[src/rtl/dsc_pkg.sv]
// Purpose: Shared constants and types of the deserializer control block.
// Assumes: 8-bit register port with a 4-bit address.
// Notes: Offsets, field positions and reset values live only here.
package dsc_pkg;

  localparam int ADDR_W = 4;
  localparam int DATA_W = 8;
  localparam int IRQ_W = 4;

  localparam logic [ADDR_W-1:0] OFS_CTRL = 4'h0;
  localparam logic [ADDR_W-1:0] OFS_STAT = 4'h1;
  localparam logic [ADDR_W-1:0] OFS_ISTAT = 4'h2;
  localparam logic [ADDR_W-1:0] OFS_IMASK = 4'h3;
  localparam logic [ADDR_W-1:0] OFS_RANGE = 4'h4;

  // Control register fields
  localparam int C_SWING_OV = 0;
  localparam int C_SWING = 1;
  localparam int C_BAND_OV = 2;
  localparam int C_BAND = 3;
  localparam int C_MAP_OV = 4;
  localparam int C_MAP = 5;
  localparam int C_FILT_OV = 6;
  localparam int C_FILT = 7;

  // Range override register fields
  localparam int R_OV = 3;

  // Interrupt status bits
  localparam int I_LOCK_UP = 0;
  localparam int I_LOCK_DN = 1;
  localparam int I_ERR = 2;
  localparam int I_STRAP = 3;

  localparam logic [DATA_W-1:0] CTRL_RST = 8'h00;
  localparam logic [IRQ_W-1:0] IMASK_RST = 4'h0;
  localparam logic [IRQ_W-1:0] ISTAT_RST = 4'h0;
  localparam logic [3:0] RANGE_RST = 4'h0;
  localparam logic [DATA_W-1:0] RD_ZERO = 8'h00;

  localparam logic [2:0] RANGE_OFF = 3'h0;
  // Highest pixel clock, in MHz, at which spreading is offered
  localparam logic [7:0] SSC_MAX_MHZ = 8'h41;

  typedef enum logic [1:0] {
    MODE_NATIVE = 2'b00,
    MODE_NATIVE_FILT = 2'b01,
    MODE_LEGACY_A = 2'b10,
    MODE_LEGACY_B = 2'b11
  } dsc_mode_t;

  typedef enum logic [1:0] {
    PS_OFF = 2'b00,
    PS_STRAP = 2'b01,
    PS_RUN = 2'b10
  } dsc_pwr_t;

  typedef struct packed {
    logic power_down_n;
    logic pll_lock;
    logic output_swing_select;
    logic output_enable_pin;
    logic sleep_state_select;
    logic low_band_select;
    logic bit_order_select;
    logic [1:0] mode_pins;
    logic [2:0] spread_range_select;
    logic self_test_enable;
    logic strap_level;
  } dsc_pins_t;

  typedef struct packed {
    logic pll_enable;
    logic lock;
    logic lanes_drive;
    logic lanes_data;
    logic swing_large;
    logic ssc_enable;
    logic low_band_setting;
    logic [2:0] spread_range;
    logic msb_on_lane_three;
    dsc_mode_t mode;
    logic ctl_filter;
    logic input_gain_boost;
    logic self_test_active;
  } dsc_ctl_t;

  typedef struct packed {
    logic [ADDR_W-1:0] addr;
    logic [DATA_W-1:0] wdata;
    logic wr;
    logic rd;
  } dsc_bus_t;

endpackage : dsc_pkg

[src/rtl/dsc_top.sv]
// Purpose: Control, configuration and status of a link deserializer.
// Assumes: Pins are asynchronous; test_error and pixel_mhz are on mclk.
// Notes: Pin levels pass the synchroniser before any use.
// Notes on behaviour
// - Locked: output enable alone decides whether lanes carry data.
// - Unlocked: sleep-state select and output enable together decide lanes.
// - Power-down input high runs the device; low default keeps it off.
// - Power-down input low stops all link and output activity.
// - While powered down the PLL is off and control registers reset.
// - Swing select by pin or register: high large, low small swing.
// - Band select by pin or register: high low band, low high band.
// - No spreading when pixel clock is above the upper limit.
// - Bit-order select: high puts MSBs on lane three, low LSBs.
// - Mode 00 and 01 are native; 01 also enables control filter.
// - Mode 10 and 11 select two different older serializers.
// - Mode comes from pins; registers may only change the filter.
// - Three-bit select chooses the spreading range of the clock.
// - Strap high enables high input gain, low leaves gain minimal.
// - Self-test enable high turns the link test on; default off.
// - During test, result is high until an error is detected.
`timescale 1ns/1ps
`default_nettype none
module dsc_top (
  input wire logic mclk,
  input wire logic arst_n,
  input wire dsc_pkg::dsc_pins_t pins,
  input wire logic test_error,
  input wire logic [7:0] pixel_mhz,
  input wire dsc_pkg::dsc_bus_t bus,
  output logic [dsc_pkg::DATA_W-1:0] rdata,
  output var dsc_pkg::dsc_ctl_t ctl,
  output logic pass_out,
  output logic pass_oe_n,
  output logic irq
);

  import dsc_pkg::*;

  logic [1:0] rst_sync_reg;
  wire rst_n;
  dsc_pins_t pin_s;
  dsc_pwr_t pwr_reg;
  dsc_pwr_t pwr_next;
  logic [DATA_W-1:0] ctrl_reg;
  logic [3:0] range_reg;
  logic [IRQ_W-1:0] imask_reg;
  logic [IRQ_W-1:0] istat_reg;
  logic [IRQ_W-1:0] istat_next;
  logic [DATA_W-1:0] rdata_reg;
  logic [DATA_W-1:0] rd_mux;
  logic gain_reg;
  logic pass_reg;
  logic pass_oe_n_reg;
  logic lock_prev_reg;
  logic irq_reg;
  dsc_ctl_t ctl_reg;
  dsc_ctl_t ctl_next;

  // Reset release
  always_ff @(posedge mclk or negedge arst_n) begin
    if (!arst_n) begin
      rst_sync_reg <= 2'b00;
    end else begin
      rst_sync_reg <= {rst_sync_reg[0], 1'b1};
    end
  end
  assign rst_n = rst_sync_reg[1];

  dsc_sync #(
    .W($bits(dsc_pins_t))
  ) u_sync (
    .clk(mclk),
    .rst_n(rst_n),
    .d(pins),
    .q(pin_s)
  );

  // Power sequencing: the strap is taken in the one cycle of PS_STRAP
  always_comb begin
    pwr_next = pwr_reg;
    case (pwr_reg)
      PS_OFF: begin
        if (pin_s.power_down_n) begin
          pwr_next = PS_STRAP;
        end
      end
      PS_STRAP: begin
        pwr_next = pin_s.power_down_n ? PS_RUN : PS_OFF;
      end
      PS_RUN: begin
        if (!pin_s.power_down_n) begin
          pwr_next = PS_OFF;
        end
      end
      default: begin
        pwr_next = PS_OFF;
      end
    endcase
  end

  always_ff @(posedge mclk or negedge rst_n) begin
    if (!rst_n) begin
      pwr_reg <= PS_OFF;
    end else begin
      pwr_reg <= pwr_next;
    end
  end

  wire powered = pwr_reg != PS_OFF;
  wire running = pwr_reg == PS_RUN;
  wire strap_take = pwr_reg == PS_STRAP;

  // Register decode; writes are ignored while powered down
  wire hit_ctrl = bus.addr == OFS_CTRL;
  wire hit_stat = bus.addr == OFS_STAT;
  wire hit_istat = bus.addr == OFS_ISTAT;
  wire hit_imask = bus.addr == OFS_IMASK;
  wire hit_range = bus.addr == OFS_RANGE;
  wire wr_ok = bus.wr && powered;
  wire wr_ctrl = wr_ok && hit_ctrl;
  wire wr_istat = wr_ok && hit_istat;
  wire wr_imask = wr_ok && hit_imask;
  wire wr_range = wr_ok && hit_range;

  // Control registers return to defaults while powered down
  always_ff @(posedge mclk or negedge rst_n) begin
    if (!rst_n) begin
      ctrl_reg <= CTRL_RST;
      range_reg <= RANGE_RST;
      imask_reg <= IMASK_RST;
    end else if (!powered) begin
      ctrl_reg <= CTRL_RST;
      range_reg <= RANGE_RST;
      imask_reg <= IMASK_RST;
    end else begin
      if (wr_ctrl) begin
        ctrl_reg <= bus.wdata;
      end
      if (wr_range) begin
        range_reg <= bus.wdata[3:0];
      end
      if (wr_imask) begin
        imask_reg <= bus.wdata[IRQ_W-1:0];
      end
    end
  end

  // Effective settings: register override wins over the pin
  wire swing_eff = ctrl_reg[C_SWING_OV] ? ctrl_reg[C_SWING]
                                        : pin_s.output_swing_select;
  wire band_eff = ctrl_reg[C_BAND_OV] ? ctrl_reg[C_BAND]
                                      : pin_s.low_band_select;
  wire map_eff = ctrl_reg[C_MAP_OV] ? ctrl_reg[C_MAP]
                                    : pin_s.bit_order_select;
  wire [2:0] range_eff = range_reg[R_OV] ? range_reg[2:0]
                                         : pin_s.spread_range_select;

  // Older-serializer modes are pin only; register touches only the filter
  wire filt_bit = ctrl_reg[C_FILT_OV] ? ctrl_reg[C_FILT]
                                      : pin_s.mode_pins[0];
  wire [1:0] mode_bits = pin_s.mode_pins[1] ? pin_s.mode_pins
                                            : {1'b0, filt_bit};

  wire lock_now = powered && pin_s.pll_lock;
  wire oe_pin = pin_s.output_enable_pin;
  wire freq_ok = pixel_mhz <= SSC_MAX_MHZ;
  wire st_active = running && pin_s.self_test_enable;

  always_comb begin
    ctl_next.pll_enable = powered;
    ctl_next.lock = lock_now;
    ctl_next.lanes_data = lock_now && oe_pin;
    ctl_next.lanes_drive = powered && oe_pin &&
                           (lock_now || pin_s.sleep_state_select);
    ctl_next.swing_large = swing_eff;
    ctl_next.low_band_setting = band_eff;
    ctl_next.ssc_enable = powered && freq_ok &&
                          (range_eff != RANGE_OFF);
    ctl_next.spread_range = range_eff;
    ctl_next.msb_on_lane_three = map_eff;
    ctl_next.mode = dsc_mode_t'(mode_bits);
    ctl_next.ctl_filter = mode_bits == MODE_NATIVE_FILT;
    ctl_next.input_gain_boost = gain_reg;
    ctl_next.self_test_active = st_active;
  end

  // Strap capture before the shared pin turns into an output
  always_ff @(posedge mclk or negedge rst_n) begin
    if (!rst_n) begin
      gain_reg <= 1'b0;
    end else if (!powered) begin
      gain_reg <= 1'b0;
    end else if (strap_take) begin
      gain_reg <= pin_s.strap_level;
    end
  end

  // Test result: high on entry, dropped by the first error
  always_ff @(posedge mclk or negedge rst_n) begin
    if (!rst_n) begin
      pass_reg <= 1'b1;
      pass_oe_n_reg <= 1'b1;
    end else begin
      pass_oe_n_reg <= !st_active;
      if (!st_active) begin
        pass_reg <= 1'b1;
      end else if (test_error) begin
        pass_reg <= 1'b0;
      end
    end
  end

  // Events; a set in the same cycle as its clear wins
  wire [IRQ_W-1:0] events = {strap_take,
                             st_active && test_error && pass_reg,
                             lock_prev_reg && !lock_now,
                             lock_now && !lock_prev_reg};
  wire [IRQ_W-1:0] clr_bits = wr_istat ? bus.wdata[IRQ_W-1:0]
                                       : ISTAT_RST;

  always_comb begin
    istat_next = (istat_reg & ~clr_bits) | events;
    if (!powered) begin
      istat_next = ISTAT_RST;
    end
  end

  always_ff @(posedge mclk or negedge rst_n) begin
    if (!rst_n) begin
      istat_reg <= ISTAT_RST;
      lock_prev_reg <= 1'b0;
      irq_reg <= 1'b0;
    end else begin
      istat_reg <= istat_next;
      lock_prev_reg <= lock_now;
      irq_reg <= |(istat_next & imask_reg);
    end
  end

  // Read path: data in the cycle after the strobe only
  wire [DATA_W-1:0] stat_word = {pass_reg, st_active, gain_reg,
                                 ctl_reg.ssc_enable, mode_bits,
                                 powered, lock_now};
  assign rd_mux = hit_ctrl ? ctrl_reg :
                  hit_stat ? stat_word :
                  hit_istat ? {4'h0, istat_reg} :
                  hit_imask ? {4'h0, imask_reg} :
                  hit_range ? {4'h0, range_reg} : RD_ZERO;

  always_ff @(posedge mclk or negedge rst_n) begin
    if (!rst_n) begin
      rdata_reg <= RD_ZERO;
      ctl_reg <= '0;
    end else begin
      rdata_reg <= bus.rd ? rd_mux : RD_ZERO;
      ctl_reg <= ctl_next;
    end
  end

  assign rdata = rdata_reg;
  assign ctl = ctl_reg;
  assign pass_out = pass_reg;
  assign pass_oe_n = pass_oe_n_reg;
  assign irq = irq_reg;
endmodule : dsc_top
`default_nettype wire

[src/rtl/dsc_sync.sv]
// Purpose: Two-stage synchroniser for asynchronous pin levels.
// Assumes: Each bit is an independent level.
// Notes: Only the second stage is visible outside.
`timescale 1ns/1ps
`default_nettype none
module dsc_sync #(
  parameter int W = 1
) (
  input wire logic clk,
  input wire logic rst_n,
  input wire logic [W-1:0] d,
  output logic [W-1:0] q
);

  logic [W-1:0] meta_reg;

  always_ff @(posedge clk or negedge rst_n) begin
    if (!rst_n) begin
      meta_reg <= '0;
      q <= '0;
    end else begin
      meta_reg <= d;
      q <= meta_reg;
    end
  end

endmodule : dsc_sync
`default_nettype wire

[config.mk]
export PLATFORM = sky130hd
export DESIGN_NAME = dsc_top
export DESIGN_NICKNAME = d
export VERILOG_FILES = /design/src/rtl/dsc_pkg.sv /design/src/rtl/dsc_top.sv /design/src/rtl/dsc_sync.sv
export SDC_FILE = /design/constraint.sdc
export NUM_CORES = 1
export LEC_CHECK = 0
export ABC_AREA = 1
export BUFFER_PORTS_ARGS = -buffer_cell sky130_fd_sc_hd__buf_2
export CORE_UTILIZATION = 53
export DETAILED_ROUTE_END_ITERATION = 10
export MAX_ROUTING_LAYER = met4
export PLACE_DENSITY = 0.83
export SKIP_LAST_GASP = 1
export SLEW_MARGIN = 20
export SYNTH_ARGS = -nofsm -noshare
export SYNTH_HDL_FRONTEND = slang
export SYNTH_HIERARCHICAL = 1
export SYNTH_SLANG_ARGS = --single-unit
export TNS_END_PERCENT = 5
[constraint.sdc]
create_clock -name mclk -period 2.9 [get_ports mclk]
set_input_delay 0.145 -clock mclk [delete_from_list [all_inputs] [get_ports mclk]]
set_output_delay 0.145 -clock mclk [all_outputs]
set_load 0.01 [all_outputs]
# [After elaboration in Yosys (flattened, before gate mapping)]
# Cells that the tools add are included.
[op_classes] magnitude_cmp=1 eq_ne=14 n_mux=28 n_bitwise=4 n_reduce_logical=26
[op_table] operator="$mux W8" count=5
[op_table] operator="$mux W4" count=9
[op_table] operator="$logic_and A1 B1 Y1" count=16
[op_table] operator="$ne A2 B1 Y1 const B" count=5
[op_table] operator="$and A4 B4 Y4" count=2
[op_table] operator="$eq A4 B2 Y1 const B" count=2
[op_table] operator="$le A8 B7 Y1 const B" count=1
[op_table] operator="$mux W1" count=8
[op_table] operator="$mux W2" count=4
[op_table] operator="$pmux W2 S3" count=1
[op_table] operator="$eq A2 B1 Y1 const B" count=2
[op_table] operator="$eq A4 B1 Y1 const B" count=1
[op_table] operator="$eq A4 B3 Y1 const B" count=1
[op_table] operator="$logic_not A4 Y1" count=1
[op_table] operator="$ne A2 B2 Y1 const B" count=2
[op_table] operator="$not A4 Y4" count=1
[op_table] operator="$or A4 B4 Y4" count=1
[op_table] operator="$reduce_or A4 Y1" count=1
[op_table] operator="$logic_not A1 Y1" count=3
[op_table] operator="$mux W3" count=1
[op_table] operator="$reduce_bool A3 Y1" count=1
[op_table] operator="$eq A2 B2 Y1 const B" count=1
[op_table] operator="$logic_not A2 Y1" count=1
[op_table] operator="$reduce_and A2 Y1" count=1
[op_table] operator="2 further kinds" count=2
[word_totals] ff_bits=80 in_bits=39 wordCells=99

# [Logic depth before layout (Yosys ltp)]
[depth] ltp_word=10 depth_mapped=10

# [Cells and area by module]
# Netlist, hierarchy kept.
[modules_own_cells] module="dsc_top" instances=1 cells_each=250 area_each_um2=2263.4 seq_area_each_um2=1303.8
[modules_own_cells] module="dsc_sync" instances=1 cells_each=28 area_each_um2=700.7 seq_area_each_um2=700.7

# [Worst setup path before layout]
# Ideal clock, no wire load.
[synth_timing] kind="flip-flop to flip-flop" start="register pwr_reg[1]" end="register irq_reg, in the netlist irq" setup_time_ns=0.122 arrival_ns=1.125 setup_slack_ns=1.653 stages_incl_launch_ff=10 period_less_slack_ns=1.247 path_cell_list="dfrtp_1 > nor2_4 > buf_6 > nor2_2 > nand2_1 > nand2_2 > nand2_1 > nand2_1 > inv_1 > nand3_2"
[synth_between] elab_chain_len=10 word_cells_on_any_way=19
[synth_rtl] element="start: declaration" line="dsc_top.sv:42" text="dsc_pwr_t pwr_reg;"
[synth_rtl] element="start signal: assignment" line="dsc_top.sv:105" text="pwr_reg <= pwr_next;"
[synth_rtl] element="$reduce_bool A2 Y1 (*)" line="dsc_top.sv:109" text="wire powered = pwr_reg != PS_OFF;"
[synth_rtl] element="$logic_and A1 B1 Y1" line="dsc_top.sv:119" text="wire wr_ok = bus.wr && powered;"
[synth_rtl] element="$logic_and A1 B1 Y1" line="dsc_top.sv:121" text="wire wr_istat = wr_ok && hit_istat;"
[synth_rtl] element="$mux W4" line="dsc_top.sv:218" text="wire [IRQ_W-1:0] clr_bits = wr_istat ? bus.wdata[IRQ_W-1:0]"
[synth_rtl] element="$not A4 Y4" line="dsc_top.sv:222" text="istat_next = (istat_reg & ~clr_bits) | events;"
[synth_rtl] element="$and A4 B4 Y4" line="dsc_top.sv:222"
[synth_rtl] element="$or A4 B4 Y4" line="dsc_top.sv:222"
[synth_rtl] element="$mux W4 (*)" line="dsc_top.sv:223" text="if (!powered) begin"
[synth_rtl] element="net istat_next[0]" line="dsc_top.sv:48" text="logic [IRQ_W-1:0] istat_next;"
[synth_rtl] element="$and A4 B4 Y4 (*)" line="dsc_top.sv:236" text="irq_reg <= |(istat_next & imask_reg);"
[synth_rtl] element="$reduce_or A4 Y1 (*)" line="dsc_top.sv:236"
[synth_rtl] element="end signal: assignment" line="dsc_top.sv:236"
[synth_rtl] element="end: declaration" line="dsc_top.sv:55" text="logic irq_reg;"
# The timed path passes the listed nets; every way through them passes the cells marked *.
# A chain may end at the register's enable or synchronous reset.

# [Worst setup path after layout]
[layout_timing] start="register pwr_reg[1]" end="register ctrl_reg[6]"
[layout_between] elab_chain_len=4 word_cells_on_any_way=5
[layout_rtl] element="$reduce_bool A2 Y1 (*)" line="dsc_top.sv:109"
[layout_rtl] element="$logic_and A1 B1 Y1" line="dsc_top.sv:119"
[layout_rtl] element="$logic_and A1 B1 Y1" line="dsc_top.sv:120" text="wire wr_ctrl = wr_ok && hit_ctrl;"
[layout_rtl] element="$ne A2 B1 Y1 (no source line)"
[layout_rtl] element="end signal: assignment" line="dsc_top.sv:137" text="ctrl_reg <= bus.wdata;"
[layout_rtl] element="end: declaration" line="dsc_top.sv:44" text="logic [DATA_W-1:0] ctrl_reg;"
# Mark *: on every way between the ends. The rest lies on a longest branch, timed or not.

==> flow_summary.json <==
{
  "path_delay_family": "simple AND/OR/NAND/NOR gates",
  "nets": 405,
  "largest_reg_flops": 16,
  "cts_buffers": 9,
  "period_needed_ns": 1.55,
  "crit_top_cell": "nand2_2",
  "gp_congestion": 0.876,
  "vias": 2189,
  "placed_cell_area_sq_mm": 0.00335,
  "cpMaxStageDelayCell": "dfrtp_1",
  "end_kind": "flop",
  "postSynthAreaPerCell_sq_um": 10.7,
  "whs_ns": 0.0498,
  "cp.arrival_ns": 1.83,
  "crit_buf_inv": 0,
  "cts_resized": 0,
  "grt_max_degree": 79,
  "die_width_um": 76.8,
  "yosys_warnings": 6,
  "cp_max_fo": 11,
  "cp.required_ns": 3.18,
  "cts_buffer_depth": 2,
  "setup_slack_ns": 1.35,
  "first_pass_iters": 4,
  "post-route-util_pct": 72.4,
  "dp_slack_ns": 1.38,
  "cts_hold_buf": 16,
  "drc": 0,
  "finalSetupViolations": 0,
  "cts_root_buf": "clkbuf_8",
  "finalInstanceArea_sq_mm": 0.00379,
  "antenna_found_initial": 0,
  "critPathKind": "flop to flop",
  "grt_pass1_wl_um": 9970,
  "hold-path-cell-count": 3,
  "hold_viol_final": 0,
  "cts.clk_slew.worst_paths_ns": 0.08,
  "layout-drive-gt1-share_pct": 27.8,
  "path_depth": 5,
  "synth_area_sq_mm": 0.00296,
  "drtAntennaViolNets": 0,
  "grt_pass1_vias": 2200,
  "die_h_um": 76.8,
  "syn_nets": 317,
  "grt.total_usage_pct": 23.7,
  "fmax_mhz": 646,
  "avgRoutedWirePerCell_um": 13.7,
  "maxSlewViolCount": 0,
  "drtIter0Drc": 146,
  "port_buffers": 64,
  "ios": 66,
  "critical_path.cell_chain": "nor2_4, nor2_8, nand2_2, nand2_2, o21ai_1",
  "cts_setup_buffers": 0,
  "cts_sinks": 80,
  "wl_um": 6050,
  "hpwlAfterDp_um": 3940,
  "grt_overflow_total": 0,
  "ys_ff_latch": 80,
  "max-vdd-ir-drop_mv": 0.446,
  "n_antenna_cell": 0,
  "yosysSeqAreaShare_pct": 67.6,
  "fp.dieArea_sq_mm": 0.00590,
  "insertion_delay_ns": 0.35,
  "hp-class": "primary input to flop",
  "start_util_pct": 56.6,
  "startpoint_type": "flop",
  "worst_clock_skew_ns": 0.00515,
  "tightest_slew_ns": 0.947,
  "cts_tree": "built",
  "drv_cap": 0,
  "areaGrowthSynthToFinish_pct": 27.9,
  "fin_tns_setup_ns": 0,
  "max_stage_delay_ns": 0.47,
  "rsz0062_at_grt": "no",
  "p_per_area_mw_per_mm2": 699,
  "core_sq_mm": 0.00524,
  "rows": 26,
  "min_period_over_period_pct": 53.4,
  "h-tree-depth": 3,
  "status": "complete, no violations",
  "p_leak_nw": 1.93,
  "synth_cells": 278,
  "rr_worst_depth": 5,
  "post_synth_num_cell_types": 26,
  "vias_per_cell": 4.96,
  "max_slew_margin_pct": 36.9
}
## worst min-delay path, stage by stage
cell and delay [ns]:
buf_2 0.08, nand3_1 0.07, o21ai_1 0.07
## through the flow
stage               total power (W)  cells
floorplan                   0.00143    278
global placement            0.00151    409
detailed placement          0.00152    409
CTS                         0.00267    441
global route                0.00276    441
finish                      0.00265    441
## placed cells by master (no fill, tap or decap)
cell and instances:
dfrtp_1 77, buf_2 64, nand2_1 54, inv_1 40, o21ai_0 24, nand3_1 16, dlygate4sd3_1 16, a21oi_1 14
nor2_1 14, clkbuf_8 9, nand2_2 6, bufinv_16 5, o21ai_1 4, o22ai_1 4, nor2_4 3, nor2_8 2
inv_2 2, o21ai_2 2, nor3_1 2, dfstp_2 2, or2_2 1, inv_4 1, nor2_2 1, a31oi_1 1
nand3_2 1, o21ai_4 1, nand2_4 1, clkinv_2 1, clkbuf_1 1, conb_1 1, dfrtp_4 1
## cells by family (layout without fill, tap and decap cells)
logic type	count (synthesis)	after routing	synth area share, %
flops	80	80	67.6
simple gates	101	101	16.5
buf+inv	46	139	6.42
other cells	1	1	0.127
compound gates	50	50	9.29
## cell type report
cell class | instances | area (sq um)
clock inverter | 6 | 155
multi-input combinational | 152 | 769
clock buffer | 10 | 128
fill | 372 | 1450
inverter | 43 | 164
timing repair buffer | 80 | 480
sequential | 80 | 2010
tap | 70 | 87.6
## per-layer routing
metal / share of wire [%] / global-route usage (%) / vias to the layer above
li1: - / - / 1050
met1: 41 / 27.2 / 1051
met3: 4.5 / 5.48 / 19
met2: 51 / 36.8 / 69
met4: 3.6 / 16.9 / 0
met5: 0 / - / -
## report_power, final
group	switching, W	leakage (nW)	internal [W]
Sequential	0.0000518	1.00	0.00120
Combinational	0.000168	0.783	0.000102
Clock	0.000387	0.140	0.000745
Total	0.000607	1.93	0.00204
## final timing paths
path                       slack (ns)            endpoint                 from
max in group asynchronous        1.81  u_sync/meta_reg[1]      rst_sync_reg[1]
setup / recovery                 1.35         ctrl_reg[6]           pwr_reg[1]
min in group asynchronous        0.11     rst_sync_reg[1]               arst_n
hold reg to reg                  0.35        u_sync/q[11]  u_sync/meta_reg[11]
setup reg to reg                 1.35         ctrl_reg[6]           pwr_reg[1]
hold / removal                   0.05         ctrl_reg[5]               bus[7]
## synthesized netlist by cell type
master | number | area (sq um)
o21ai_2 | 2 | 17.5
dfrtp_1 | 78 | 1950
inv_2 | 2 | 7.51
dfstp_2 | 2 | 52.6
conb_1 | 1 | 3.75
or2_2 | 1 | 6.26
o21ai_1 | 4 | 20.0
nor2_2 | 1 | 6.26
nor3_1 | 2 | 10.0
o21ai_4 | 1 | 16.3
buf_6 | 1 | 11.3
nand2_1 | 54 | 203
nand3_1 | 16 | 80.1
a31oi_1 | 1 | 6.26
inv_1 | 40 | 150
nand3_2 | 1 | 10.0
nand2_2 | 6 | 37.5
nand2_4 | 1 | 11.3
inv_4 | 1 | 6.26
a21oi_1 | 14 | 70.1
buf_4 | 2 | 15.0
nor2_8 | 2 | 40.0
nor2_1 | 14 | 52.6
o21ai_0 | 24 | 120
o22ai_1 | 4 | 25.0
nor2_4 | 3 | 33.8
Note: power is estimated with default switching activity, not from simulation.
